$ cat src/rtl/clock_speed_pkg.sv
// constants shared by the clock speed selector and its reset qualifier
package clock_speed_pkg;
    localparam int ADDR_W = 12;
    localparam int DATA_W = 32;
    // register indices; byte address is four times the index
    localparam logic [7:0] CLOCK_SPEED_CONTROL_INDEX = 8'h8F;
    localparam logic [7:0] SPEED_STATUS_INDEX = 8'h90;
    localparam logic [ADDR_W-1:0] CLOCK_SPEED_CONTROL_ADDR = {2'h0, CLOCK_SPEED_CONTROL_INDEX, 2'h0};
    localparam logic [ADDR_W-1:0] SPEED_STATUS_ADDR = {2'h0, SPEED_STATUS_INDEX, 2'h0};
    // field positions
    localparam int DOUBLE_SPEED_SELECT_BIT = 0;
    localparam int STATUS_DOUBLE_APPLIED_BIT = 0;
    localparam int STATUS_DEVICE_RESET_BIT = 1;
    localparam logic CONTROL_RESET_VALUE = 1'h0;
    // machine cycle: six core clock periods, strobe at two of them
    localparam logic [2:0] MC_LAST_PHASE = 3'h5;
    localparam logic [2:0] ALE_PHASE_A = 3'h0;
    localparam logic [2:0] ALE_PHASE_B = 3'h3;
    localparam logic [1:0] RESET_MC_COUNT = 2'h2;
    localparam logic [1:0] RESP_OKAY = 2'h0;
    localparam logic [1:0] RESP_SLVERR = 2'h2;
endpackage

$ cat src/rtl/reset_qualifier.sv
// qualifies the reset pin over whole machine cycles
`timescale 1ns/10ps
module reset_qualifier
    import clock_speed_pkg::*;
(
    input wire logic aclk,
    input wire logic aresetn,
    input wire logic reset_pin,
    input wire logic machine_cycle_end,
    output logic device_reset
);
    import clock_speed_pkg::*;

    logic pin_meta;
    logic pin_sync;
    logic armed;
    logic [1:0] full_cycles;
    logic next_armed;
    logic [1:0] next_full_cycles;

    // ------------------------------------------------------------
    // pin synchroniser
    // ------------------------------------------------------------
    always_ff @(posedge aclk)
    begin
        if (!aresetn)
        begin
            pin_meta <= 1'b0;
            pin_sync <= 1'b0;
        end
        else
        begin
            pin_meta <= reset_pin;
            pin_sync <= pin_meta;
        end
    end

    // ------------------------------------------------------------
    // machine cycle counter
    // ------------------------------------------------------------
    // the first cycle end only arms: the cycle in which the pin rose was partial
    always_comb
    begin
        next_armed = armed;
        next_full_cycles = full_cycles;
        if (!pin_sync)
        begin
            next_armed = 1'b0;
            next_full_cycles = 2'h0;
        end
        else if (machine_cycle_end)
        begin
            if (!armed)
                next_armed = 1'b1;
            else if (full_cycles != RESET_MC_COUNT)
                next_full_cycles = full_cycles + 2'h1;
        end
    end

    always_ff @(posedge aclk)
    begin
        if (!aresetn)
        begin
            armed <= 1'b0;
            full_cycles <= 2'h0;
        end
        else
        begin
            armed <= next_armed;
            full_cycles <= next_full_cycles;
        end
    end

    assign device_reset = (full_cycles == RESET_MC_COUNT);
endmodule

$ cat src/rtl/clock_speed_select.sv
// selectable divide-by-two clock stage with address-latch strobe and register slave
//
// Implementation choice: the AXI4-Lite slave port.
`timescale 1ns/10ps
// Overview of operation
// - reset after pin high two machine cycles
// - strobe at sixth or third of oscillator
// - skip one strobe per external data access
// - machine cycle 12 halved or 6 full periods
// - software can disable divide-by-two stage
// - halved clock feeds core, bypassed in double
// - mode change only at halved clock rise
// - after reset standard mode, bit cleared
// - peripheral time base follows selected clock
// - control register at 8Fh, byte access only; the code takes any write that strobes lane 0, word writes included
module clock_speed_select
    import clock_speed_pkg::*;
(
    input wire logic aclk,
    input wire logic aresetn,
    input wire logic reset_pin,
    input wire logic ext_data_access,
    output logic core_clk_en,
    output logic machine_cycle_end,
    output logic ale_strobe,
    output logic standard_speed_mode,
    output logic device_reset,
    input wire logic [clock_speed_pkg::ADDR_W-1:0] s_axi_awaddr,
    input wire logic s_axi_awvalid,
    output logic s_axi_awready,
    input wire logic [clock_speed_pkg::DATA_W-1:0] s_axi_wdata,
    input wire logic [3:0] s_axi_wstrb,
    input wire logic s_axi_wvalid,
    output logic s_axi_wready,
    output logic [1:0] s_axi_bresp,
    output logic s_axi_bvalid,
    input wire logic s_axi_bready,
    input wire logic [clock_speed_pkg::ADDR_W-1:0] s_axi_araddr,
    input wire logic s_axi_arvalid,
    output logic s_axi_arready,
    output logic [clock_speed_pkg::DATA_W-1:0] s_axi_rdata,
    output logic [1:0] s_axi_rresp,
    output logic s_axi_rvalid,
    input wire logic s_axi_rready
);
    import clock_speed_pkg::*;

    // ------------------------------------------------------------
    // state
    // ------------------------------------------------------------
    logic double_speed_select;
    logic double_applied;
    logic div2;
    logic [2:0] mc_phase;
    logic skip_pending;
    logic next_double_speed_select;
    logic next_double_applied;
    logic next_div2;
    logic [2:0] next_mc_phase;
    logic next_skip_pending;
    logic next_core_clk_en;
    logic next_machine_cycle_end;
    logic next_ale_strobe;
    logic core_tick;
    logic ale_slot;

    logic aw_held;
    logic w_held;
    logic [ADDR_W-1:0] aw_addr;
    logic [DATA_W-1:0] w_data;
    logic [3:0] w_strb;
    logic next_aw_held;
    logic next_w_held;
    logic [ADDR_W-1:0] next_aw_addr;
    logic [DATA_W-1:0] next_w_data;
    logic [3:0] next_w_strb;
    logic [1:0] next_bresp;
    logic next_bvalid;
    logic [DATA_W-1:0] next_rdata;
    logic [1:0] next_rresp;
    logic next_rvalid;
    logic write_fire;

    function automatic logic is_mapped(input logic [ADDR_W-1:0] addr);
        is_mapped = (addr == CLOCK_SPEED_CONTROL_ADDR) || (addr == SPEED_STATUS_ADDR);
    endfunction

    // ------------------------------------------------------------
    // clock generation
    // ------------------------------------------------------------
    // aclk stands for the crystal; div2 low means the halved clock rises next
    assign core_tick = double_applied || !div2;
    assign ale_slot = core_tick && (mc_phase == ALE_PHASE_A || mc_phase == ALE_PHASE_B);

    always_comb
    begin
        next_div2 = !div2;
        // switching only at the halved clock rise keeps pulse widths whole
        next_double_applied = div2 ? double_applied : double_speed_select;
        next_mc_phase = mc_phase;
        if (core_tick)
            next_mc_phase = (mc_phase == MC_LAST_PHASE) ? 3'h0 : mc_phase + 3'h1;
        next_core_clk_en = core_tick;
        next_machine_cycle_end = core_tick && (mc_phase == MC_LAST_PHASE);
        next_ale_strobe = ale_slot && !skip_pending;
        next_skip_pending = skip_pending;
        if (ale_slot)
            next_skip_pending = 1'b0;
        if (ext_data_access)
            next_skip_pending = 1'b1;
    end

    always_ff @(posedge aclk)
    begin
        if (!aresetn)
        begin
            div2 <= 1'b0;
            double_applied <= 1'b0;
            mc_phase <= 3'h0;
            skip_pending <= 1'b0;
            core_clk_en <= 1'b0;
            machine_cycle_end <= 1'b0;
            ale_strobe <= 1'b0;
        end
        else
        begin
            div2 <= next_div2;
            double_applied <= next_double_applied;
            mc_phase <= next_mc_phase;
            skip_pending <= next_skip_pending;
            core_clk_en <= next_core_clk_en;
            machine_cycle_end <= next_machine_cycle_end;
            ale_strobe <= next_ale_strobe;
        end
    end

    assign standard_speed_mode = !double_applied;

    reset_qualifier u_reset_qualifier (
        .aclk(aclk),
        .aresetn(aresetn),
        .reset_pin(reset_pin),
        .machine_cycle_end(machine_cycle_end),
        .device_reset(device_reset)
    );

    // ------------------------------------------------------------
    // register slave
    // ------------------------------------------------------------
    // address and data are held until both arrive, then the write is done
    assign s_axi_awready = !aw_held && !s_axi_bvalid;
    assign s_axi_wready = !w_held && !s_axi_bvalid;
    assign s_axi_arready = !s_axi_rvalid;

    always_comb
    begin
        next_aw_held = aw_held;
        next_w_held = w_held;
        next_aw_addr = aw_addr;
        next_w_data = w_data;
        next_w_strb = w_strb;
        if (s_axi_awvalid && s_axi_awready)
        begin
            next_aw_held = 1'b1;
            next_aw_addr = s_axi_awaddr;
        end
        if (s_axi_wvalid && s_axi_wready)
        begin
            next_w_held = 1'b1;
            next_w_data = s_axi_wdata;
            next_w_strb = s_axi_wstrb;
        end
        write_fire = next_aw_held && next_w_held && !s_axi_bvalid;
        next_bvalid = s_axi_bvalid && !s_axi_bready;
        next_bresp = s_axi_bresp;
        next_double_speed_select = double_speed_select;
        if (write_fire)
        begin
            next_aw_held = 1'b0;
            next_w_held = 1'b0;
            next_bvalid = 1'b1;
            next_bresp = is_mapped(next_aw_addr) ? RESP_OKAY : RESP_SLVERR;
            // only the low byte lane carries the register; other lanes alone do nothing
            if (next_aw_addr == CLOCK_SPEED_CONTROL_ADDR && next_w_strb[0])
                next_double_speed_select = next_w_data[DOUBLE_SPEED_SELECT_BIT];
        end
        if (device_reset)
            next_double_speed_select = CONTROL_RESET_VALUE;
        next_rvalid = s_axi_rvalid && !s_axi_rready;
        next_rdata = s_axi_rdata;
        next_rresp = s_axi_rresp;
        if (s_axi_arvalid && s_axi_arready)
        begin
            next_rvalid = 1'b1;
            next_rdata = '0;
            next_rresp = RESP_OKAY;
            if (s_axi_araddr == CLOCK_SPEED_CONTROL_ADDR)
                next_rdata[DOUBLE_SPEED_SELECT_BIT] = double_speed_select;
            else if (s_axi_araddr == SPEED_STATUS_ADDR)
            begin
                next_rdata[STATUS_DOUBLE_APPLIED_BIT] = double_applied;
                next_rdata[STATUS_DEVICE_RESET_BIT] = device_reset;
            end
            else
                next_rresp = RESP_SLVERR;
        end
    end

    always_ff @(posedge aclk)
    begin
        if (!aresetn)
        begin
            aw_held <= 1'b0;
            w_held <= 1'b0;
            aw_addr <= '0;
            w_data <= '0;
            w_strb <= 4'h0;
            s_axi_bvalid <= 1'b0;
            s_axi_bresp <= RESP_OKAY;
            s_axi_rvalid <= 1'b0;
            s_axi_rdata <= '0;
            s_axi_rresp <= RESP_OKAY;
            double_speed_select <= CONTROL_RESET_VALUE;
        end
        else
        begin
            aw_held <= next_aw_held;
            w_held <= next_w_held;
            aw_addr <= next_aw_addr;
            w_data <= next_w_data;
            w_strb <= next_w_strb;
            s_axi_bvalid <= next_bvalid;
            s_axi_bresp <= next_bresp;
            s_axi_rvalid <= next_rvalid;
            s_axi_rdata <= next_rdata;
            s_axi_rresp <= next_rresp;
            double_speed_select <= next_double_speed_select;
        end
    end

    // ------------------------------------------------------------
    // checks
    // ------------------------------------------------------------
    // gap between strobes, counted from the previous one
    // restarted on the edge that switches mode, so no measured gap spans two rates
    logic [3:0] ale_gap;
    logic gap_valid;
    always_ff @(posedge aclk)
    begin
        if (!aresetn || (double_applied != next_double_applied) || next_skip_pending)
        begin
            ale_gap <= 4'h0;
            gap_valid <= 1'b0;
        end
        else if (ale_strobe)
        begin
            ale_gap <= 4'h1;
            gap_valid <= 1'b1;
        end
        else if (ale_gap != 4'hF)
            ale_gap <= ale_gap + 4'h1;
    end
endmodule

$ cat config.mk
export PLATFORM = sky130hd
export DESIGN_NAME = clock_speed_select
export DESIGN_NICKNAME = d
export VERILOG_FILES = /design/src/rtl/clock_speed_pkg.sv /design/src/rtl/reset_qualifier.sv /design/src/rtl/clock_speed_select.sv
export SDC_FILE = /design/constraint.sdc
export NUM_CORES = 1
export LEC_CHECK = 0
export ABC_AREA = 1
export BUFFER_PORTS_ARGS = -buffer_cell sky130_fd_sc_hd__buf_2
export CORE_MARGIN = 5
export CORE_UTILIZATION = 39
export CTS_CLUSTER_SIZE = 28
export DETAILED_ROUTE_END_ITERATION = 16
export HOLD_SLACK_MARGIN = 0.06
export PLACE_DENSITY = 0.75
export SLEW_MARGIN = 25
export SYNTH_ARGS = -nofsm -noshare
export SYNTH_HDL_FRONTEND = slang
export SYNTH_SLANG_ARGS = --single-unit
$ cat constraint.sdc
create_clock -name aclk -period 1.4 [get_ports aclk]
set_input_delay 0.21 -clock aclk [delete_from_list [all_inputs] [get_ports aclk]]
set_output_delay 0.21 -clock aclk [all_outputs]
set_load 0.05 [all_outputs]
# [Yosys cells after proc, flatten, opt, wreduce, memory -nomap -nowiden]
# Index checks and enable logic that the tools add are counted.
[classes] n_reduce_logical=32 addsub=2 bitwise=1 mux=16 eq_ne=8
[ops] op="$eq A12 B10 Y1 const B" n=4
[ops] op="$logic_and A1 B1 Y1" n=13
[ops] op="$mux W12" n=1
[ops] op="$mux W1" n=10
[ops] op="$logic_not A1 Y1" n=9
[ops] op="$mux W2" n=4
[ops] op="$reduce_and A2 Y1" n=2
[ops] op="$reduce_or A2 Y1" n=2
[ops] op="$add A3 B1 Y3 const B" n=1
[ops] op="$eq A3 B2 Y1 const B" n=1
[ops] op="$eq A3 B3 Y1 const B" n=1
[ops] op="$logic_not A3 Y1" n=1
[ops] op="$logic_or A1 B1 Y1" n=3
[ops] op="$mux W3" n=1
[ops] op="$reduce_and A3 Y1" n=1
[ops] op="$add A2 B1 Y2 const B" n=1
[ops] op="$eq A2 B2 Y1 const B" n=1
[ops] op="$ne A2 B2 Y1 const B" n=1
[ops] op="$reduce_bool A2 Y1" n=1
[ops] op="$not A1 Y1" n=1
[totals] ff_bits=39 output_inout_bits=46

# [Logic depth before layout (Yosys ltp)]
# Gate-level depths: netlist of the first run.
[logic_depth] word_depth=7 mapped_depth=12

# [Modules after synthesis]
# Synthesis of the first run repeated with hierarchy kept, for this count alone.
[unflattened] hier_cells=298 hier_area_um2=2029.4
[modules_own_cells] module="clock_speed_select" cells_each=271 instances=1 area_per_inst_um2=1834.3 seq_area_each_um2=640.6
[modules_own_cells] module="reset_qualifier" cells_each=27 instances=1 area_per_inst_um2=195.2 seq_area_each_um2=100.1

# [Least setup slack after synthesis of the first run]
# OpenSTA, ideal clock, no wires.
[synth_path] path_kind="reg-to-reg" startpoint="register s_axi_bvalid" endpoint="register double_speed_select" setup_ns=0.113 arrival_time_ns=2.016 required_time_ns=1.287 period_less_slack_ns=2.129 setup_slack_ns=-0.729 path_stages_with_launch=9 cell_sequence="dfxtp_1 nor2_1 nand2_1 o21ai_0 nor2_1 inv_1 nor2_1 nor2_1 nor2_1"
[synth_between] elab_chain_cells=7
[synth_lines] item="from (decl)" line="clock_speed_select.sv:36" text="output logic s_axi_bvalid,"
[synth_lines] item="from (signal assigned)" line="clock_speed_select.sv:232" text="s_axi_bvalid <= next_bvalid;"
[synth_lines] item="$logic_not A1 Y1 (*)" line="clock_speed_select.sv:152" text="assign s_axi_wready = !w_held && !s_axi_bvalid;"
[synth_lines] item="$logic_and A1 B1 Y1 (*)" line="clock_speed_select.sv:152"
[synth_lines] item="named net s_axi_wready" line="clock_speed_select.sv:34" text="output logic s_axi_wready,"
[synth_lines] item="$logic_and A1 B1 Y1 (*)" line="clock_speed_select.sv:167" text="if (s_axi_wvalid && s_axi_wready)"
[synth_lines] item="$mux W1" line="clock_speed_select.sv:167"
[synth_lines] item="$logic_and A1 B1 Y1 (2 in series)" line="clock_speed_select.sv:173" text="write_fire = next_aw_held && next_w_held && !s_axi_bvalid;"
[synth_lines] item="$reduce_and A2 Y1 (no source line)"
[synth_lines] item="to (signal assigned)" line="clock_speed_select.sv:237" text="double_speed_select <= next_double_speed_select;"
[synth_lines] item="to (decl)" line="clock_speed_select.sv:51" text="logic double_speed_select;"
# The timed path passes the listed nets; every way through them passes the cells marked *.
# A chain may end at the register's enable or synchronous reset.

# [Worst setup path in the final report of the first run]
[layout_path] startpoint="register s_axi_bvalid" endpoint="register double_speed_select"
[layout_between] elab_chain_cells=7
[layout_lines] item="$logic_not A1 Y1 (*)" line="clock_speed_select.sv:151, clock_speed_select.sv:152, clock_speed_select.sv:173"
[layout_lines] item="$logic_and A1 B1 Y1, on equally long branches" line="clock_speed_select.sv:151, clock_speed_select.sv:152"
[layout_lines] item="$logic_and A1 B1 Y1, on equally long branches" line="clock_speed_select.sv:162, clock_speed_select.sv:167"
[layout_lines] item="$mux W12, or another cell as far along" line="clock_speed_select.sv:162" text="if (s_axi_awvalid && s_axi_awready)"
[layout_lines] item="$eq A12 B10 Y1 / $logic_and A1 B1 Y1 (equally long branches)" line="clock_speed_select.sv:184, clock_speed_select.sv:173"
[layout_lines] item="$logic_and A1 B1 Y1, on equally long branches" line="clock_speed_select.sv:184, clock_speed_select.sv:173"
[layout_lines] item="$reduce_and A2 Y1 (no source line)"
# Every way passes the cells marked *; elsewhere a longest branch is shown, timed or not.

==> flow_metrics.py, run 1 <==
metrics = {
    "global_route": {
        "antenna_found_initial": 0,
        "overflow": 0,
        "grt.total_usage_pct": 12.88,
        "grt_pass1_wl_mm": 6.665,
        "grt_pass1_vias": 1608,
        "grt_max_degree": 27,
    },
    "timing": {
        "hold_violations": 0,
        "fmax_ghz": 0.6605,
        "setup_slack_ns": -0.1140,
        "drv_slew": 0,
        "setup_viol": 3,
        "fin_skew_ns": 0.009004,
        "finalCriticalPeriod_ns": 1.514,
        "rsz0062_at_grt": "yes",
        "fin_crit_sh_pct": 108.1,
    },
    "power_and_ir_drop": {
        "p_int_w": 0.001934,
        "power.density_nw_per_um2": 1260,
        "cellLeakagePower_nw": 1.301,
        "switching_share_pct": 38.81,
        "power_frac_seq_pct": 38.3,
        "p_comb_share_pct": 39.3,
        "p_sw_w": 0.001226,
        "pwr-share-clk_pct": 22.5,
        "ir_drop_mv": 0.6648,
    },
    "logic_synthesis": {
        "synth_area_um2": 1983,
        "yosys-top-cells-area": "dfxtp_1 (37%), buf_4 (12%), nand2_1 (12%), nor2_1 (9.7%), inv_1 (7.0%)",
        "synth_flop_cell": "dfxtp_1",
        "syn-instance-count": 292,
        "ys_types": 26,
        "seq_area_frac_synth_pct": 37.35,
        "synth_most_common_cell": "nand2_1",
        "synth_top_cell_area_share_pct": 37.35,
        "synth-edff-count": 0,
        "yosysWarnings": 0,
        "yosys.area.top_type": "dfxtp_1",
        "synth.ff_latch_count": 37,
        "async_flop_share_pct": 0,
        "syn_avg_cell_area_um2": 6.792,
        "synthTopCellsByCount": "nand2_1 (62), nor2_1 (51), dfxtp_1 (37), inv_1 (37), buf_4 (33)",
    },
    "clock_tree": {
        "clock_path_buffers": 2,
        "ctsRootBufferMaster": "clkbuf_8",
        "h-tree-depth": 2,
        "cts.clk_slew.worst_paths_ns": 0.07,
        "clock-sinks": 37,
        "numCtsBuffers": 5,
        "cts_tree": "yes",
        "clkLatencyLatePin_ns": 0.29,
    },
    "drt": {
        "drtIter0Drc": 108,
        "ant_nets": 0,
        "post_drt_wl_per_cell_um": 10.38,
        "drt_wl_total_mm": 4.402,
        "vias": 1856,
        "vias_per_cell": 4.377,
        "drc": 0,
        "dr.pass1.iters": 4,
    },
    "floorplan": {
        "start_util_pct": 39.59,
        "io_pins": 115,
        "coreArea_um2": 5010,
        "die-area_um2": 6611,
        "die_width_um": 81.31,
        "core.rowCount": 26,
        "fp.dieH_um": 81.31,
    },
    "setup_path": {
        "end_kind": "register",
        "cp_top_family": "simple AND/OR/NAND/NOR gates",
        "crit_type": "register to register",
        "worstPathMaxFanout": 8,
        "critPathBufInv": 1,
        "required_ns": 1.59,
        "cp_slowest_cell": "dfxtp_4",
        "critPathMaxStageDelay_ns": 0.35,
        "cp_cell_sequence": "nor2_4 -> nand2_4 -> buf_6 -> nand2_1 -> nand2_2 -> nor2_1 -> nand2_1 -> nor2_1 -> nand4_1 -> nand2_1 -> nor2_1",
        "crit_path_start_kind": "register",
        "cp.arrival_ns": 1.71,
    },
    "final_layout": {
        "postLayoutCellArea_um2": 2509,
        "nNetsFinal": 424,
        "fillers": 500,
        "multi_input_area_um2": 993.5,
        "drive_gt1_share_pct": 27.12,
        "stdcell_count": 424,
        "regArea_um2": 749.5,
        "final_util_pct": 50.07,
        "antennaDiodeCount": 0,
        "area_growth_pct": 26.50,
    },
    "placement": {
        "io_buffers": 48,
        "hpwl_mm": 3.208,
        "placed_cells": 413,
        "place_congestion": 0.8319,
        "dpl_cell_area_um2": 2293,
    },
    "job": {
        "drv_cap": 0,
    },
    "outcome": {
        "violations": "setup timing",
        "status": "finished with violations",
    },
    "min_path": {
        "worstHoldPathType": "primary input to register",
    },
}
[cell families after synthesis]
group           after synthesis  synth area share [%]
simple gates                151                 32.68
buf+inv                      80                 21.96
flops                        37                 37.35
compound gates               19                 5.615
fa+ha+maj                     2                 1.262
other cells                   1                0.1891
xor+xnor                      1                0.4417
mux                           1                0.5048
[cell usage in the layout, fill, tap and decap left out, types with 2 or more instances in the layout]
cell / count
nand2_1: 53
buf_2: 46
a211oi_1: 2
nor2_2: 2
clkinv_2: 2
nand2_4: 2
nand3b_1: 8
nor2_1: 48
a21oi_1: 8
nor2_4: 3
buf_4: 10
clkbuf_16: 2
dfxtp_4: 2
nand3_1: 16
conb_1: 32
nor3_1: 5
o211ai_1: 2
dfxtp_1: 34
nand4_1: 4
clkbuf_8: 5
buf_12: 3
inv_1: 35
inv_2: 3
nand2_2: 8
o21ai_0: 4
[worst min-delay path, stage by stage]
cell and delay [ns]:
buf_2 0.07, nand2_1 0.04, inv_1 0.04
[power groups by stage]
stage	sequential, W	combinational, W	clock (W)
2_1_floorplan	0.00131	0.000788	0
3_3_place_gp	0.00123	0.00105	0
3_5_place_dp	0.00123	0.00107	0
4_1_cts	0.00121	0.00109	0.000734
5_1_grt	0.00122	0.00135	0.000778
6_report	0.00121	0.00124	0.000709
[per-layer routing]
metal  track usage, %  vias up  wire [um]
met2            23.13       70       2149
met3            2.772        9        329
met1            14.92      817       1824
met5                0        -          0
li1                 -      960          -
met4            4.561        0         98
[through the flow]
step           hold WS (ns)  setup TNS, ns  worst slack, ns  power (W)
2_1_floorplan        0.3076       -0.09943         -0.06171   0.002097
3_3_place_gp         0.3922       -0.09873         -0.06643   0.002280
3_5_place_dp         0.3957        -0.1291         -0.08573   0.002300
4_1_cts             0.09775        -0.1269         -0.09560   0.003033
5_1_grt              0.1288        -0.6138          -0.2191   0.003352
6_report             0.1081        -0.2963          -0.1140   0.003160
[state kept, by name (all words and copies together) (netlist names), 2 cells and up]
register	cells
s_axi_rdata	2
u_reset_qualifier.full_cycles	2
mc_phase	3
aw_addr	12
[path summary, 6_finish.rpt]
check                                                              to                                  start  slack (ns)  cells after the start
worst min register to register  u_reset_qualifier.pin_sync$_SDFF_PN0_  u_reset_qualifier.pin_meta$_SDFF_PN0_        0.40                      2
worst max register to register       double_speed_select$_SDFFE_PP0P_                s_axi_bvalid$_SDFF_PN0_       -0.11                     11
worst max-delay path                 double_speed_select$_SDFFE_PP0P_                s_axi_bvalid$_SDFF_PN0_       -0.11                     11
worst min-delay path            u_reset_qualifier.pin_meta$_SDFF_PN0_                              reset_pin        0.11                      3
[area by class of cell]
| class | count | share of cell area (%) |
|---|---|---|
| sequential | 37 | 29.88 |
| clock buffer | 6 | 2.893 |
| multi-input combinational | 206 | 39.60 |
| clock inverter | 2 | 0.3990 |
| timing repair buffer | 63 | 17.61 |
| tap | 70 | 3.491 |
| inverter | 40 | 6.135 |
[what timing repair did]
item,4_1_cts,5_1_grt
resized for setup,5,21
gates cloned,0,2
pin swaps,0,10
endpoints found under the setup margin,4,5
setup buffers,0,1
hold buffers,0,0
Power figures use the tool's default switching activity.
==> run 2: changes to the inputs <==
CORE_UTILIZATION = 40   (was 39)
CTS_BUF_LIST = sky130_fd_sc_hd__clkbuf_2   (was default)
PLACE_DENSITY = 0.77   (was 0.75)
clock period = 1.3 ns   (was 1.4 ns; I/O delays follow)
==> flow_metrics.py, run 2 (synthesis gave the netlist of run 1 again) <==
metrics = {
    "clock_tree": {
        "clock_path_buffers": 2,
        "clkLatencyLatePin_ns": 0.37,
        "numCtsBuffers": 5,
        "ctsRootBufferMaster": "clkbuf_2",
        "cts.clk_slew.worst_paths_ns": 0.19,
        "cts_tree": "yes",
        "clock-sinks": 37,
        "h-tree-depth": 2,
    },
    "setup_path": {
        "cp_slowest_cell": "dfxtp_4",
        "path_depth": 12,
        "cp_top_family": "simple AND/OR/NAND/NOR gates",
        "crit_type": "register to register",
        "crit_top_cell": "nor2_1",
        "critPathMaxStageDelay_ns": 0.39,
        "critPathBufInv": 2,
        "cp_cell_sequence": "nor2_4 -> nand2_4 -> buf_12 -> nand2_1 -> nand2_1 -> inv_2 -> nand2_2 -> nor2_4 -> nand3_2 -> nor2_1 -> nor2_1 -> nor2_1",
        "worstPathMaxFanout": 5,
        "end_kind": "register",
        "required_ns": 1.63,
        "ff2ff_path_depth": 12,
        "crit_path_start_kind": "register",
        "cp.arrival_ns": 1.88,
    },
    "final_layout": {
        "nNetsFinal": 440,
        "final_util_pct": 56.34,
        "drive_gt1_share_pct": 31.08,
        "final_common_cell": "nand2_1",
        "max_flop_register": "aw_addr",
        "largest_reg_flops": 12,
        "postLayoutCellArea_um2": 2679,
        "final_cell_mix": "nand2_1 (55), nor2_1 (47), buf_2 (42), inv_1 (34)",
        "area_growth_pct": 35.08,
        "antennaDiodeCount": 0,
        "top_regs": "aw_addr (12), mc_phase (3)",
        "fillers": 440,
    },
    "timing": {
        "finalSetupTns_ns": -0.9104,
        "fin_skew_ns": 0.01312,
        "hold_violations": 0,
        "finalHoldWorstSlack_ns": 0.09756,
        "setup_viol": 9,
        "finalCriticalPeriod_ns": 1.547,
        "fin_crit_sh_pct": 119.0,
        "setup_slack_ns": -0.2471,
        "fmax_ghz": 0.6464,
        "drv_slew": 0,
        "rsz0062_at_grt": "yes",
    },
    "power_and_ir_drop": {
        "cellLeakagePower_nw": 1.389,
        "power.density_nw_per_um2": 1294,
        "ir_drop_mv": 0.7720,
        "finalPower_w": 0.003468,
    },
    "global_route": {
        "grt.total_usage_pct": 13.60,
        "grt_max_degree": 21,
        "antenna_found_initial": 0,
        "grt_pass1_vias": 1674,
        "grt_pass1_wl_mm": 7.003,
        "overflow": 0,
    },
    "floorplan": {
        "fp.dieH_um": 80.41,
        "coreArea_um2": 4755,
        "die-area_um2": 6466,
        "core.rowCount": 25,
        "die_width_um": 80.41,
        "io_pins": 115,
        "start_util_pct": 41.71,
    },
    "placement": {
        "dpl_cell_area_um2": 2317,
        "hpwl_mm": 3.242,
        "place_congestion": 0.7553,
        "io_buffers": 48,
    },
    "outcome": {
        "status": "finished with violations",
        "violations": "setup timing",
    },
    "drt": {
        "vias": 1915,
        "ant_nets": 0,
        "drt_wl_total_mm": 4.565,
        "drtIter0Drc": 67,
        "post_drt_wl_per_cell_um": 10.45,
        "drc": 0,
        "dr.pass1.iters": 4,
        "vias_per_cell": 4.382,
    },
    "min_path": {
        "whs_path_depth": 3,
        "worstHoldPathType": "primary input to register",
    },
    "job": {
        "drv_cap": 0,
    },
}
[run 2: cell count changes in the layout (fill, tap and decap cells not counted), sizes merged]
cell | before | now
inv | 38 | 39
buf | 61 | 73
bufinv | 0 | 1
dlygate4sd3 | 0 | 3
clkinv | 3 | 2
[run 2: repair_timing]
action / CTS / global route
hold buffers: 3 / 0
hold endpoints to repair: 3 / 0
buffers inserted: 3 / 5
pin swaps: 3 / 8
resized for setup: 18 / 26
gates cloned: 0 / 3
setup endpoints to repair: 7 / 13
[run 2: worst paths after layout]
path,to,slack (ns),from
max,double_speed_select$_SDFFE_PP0P_,-0.25,s_axi_bvalid$_SDFF_PN0_
min,aw_addr[2]$_SDFF_PN0_,0.1,s_axi_awaddr[2]
max reg2reg,double_speed_select$_SDFFE_PP0P_,-0.25,s_axi_bvalid$_SDFF_PN0_
min reg2reg,u_reset_qualifier.pin_sync$_SDFF_PN0_,0.41,u_reset_qualifier.pin_meta$_SDFF_PN0_
[run 2: power by group]
group          leakage [nW]  internal [W]  switching, W
logic                  1.04      0.000572      0.000890
registers             0.308       0.00125     0.0000585
clock network        0.0409      0.000322      0.000380
total                  1.39       0.00214       0.00133
[run 2: metal layers]
metal | track usage [%] | vias to the layer above | share of wire, % | wire (um)
li1 | - | 987 | - | -
met1 | 15.87 | 858 | 42 | 1929
met2 | 23.59 | 66 | 49 | 2236
met3 | 2.691 | 4 | 7.5 | 342
met4 | 6.588 | 0 | 1.2 | 57
met5 | 0 | - | 0 | 0
[run 2: stage by stage]
stage | std cells | setup slack, ns
detailed placement | 415 | -0.1864
finish | 437 | -0.2471
CTS | 429 | -0.1955
global placement | 415 | -0.1615
floorplan | 323 | -0.1617
global route | 437 | -0.3289
[run 2: cell type report]
class / instances / area, um2 / area share [%]
clock inverter: 3 / 40.04 / 1.495
tap: 67 / 83.83 / 3.129
clock buffer: 5 / 25.02 / 0.9341
inverter: 40 / 153.9 / 5.745
sequential: 37 / 752.0 / 28.07
multi-input combinational: 206 / 1012 / 37.79
timing repair buffer: 79 / 611.8 / 22.84
[run 2: tightest hold or removal path, cell delays in order]
cell	delay [ns]
buf_2	0.10
nand3_1	0.09
a21oi_1	0.06
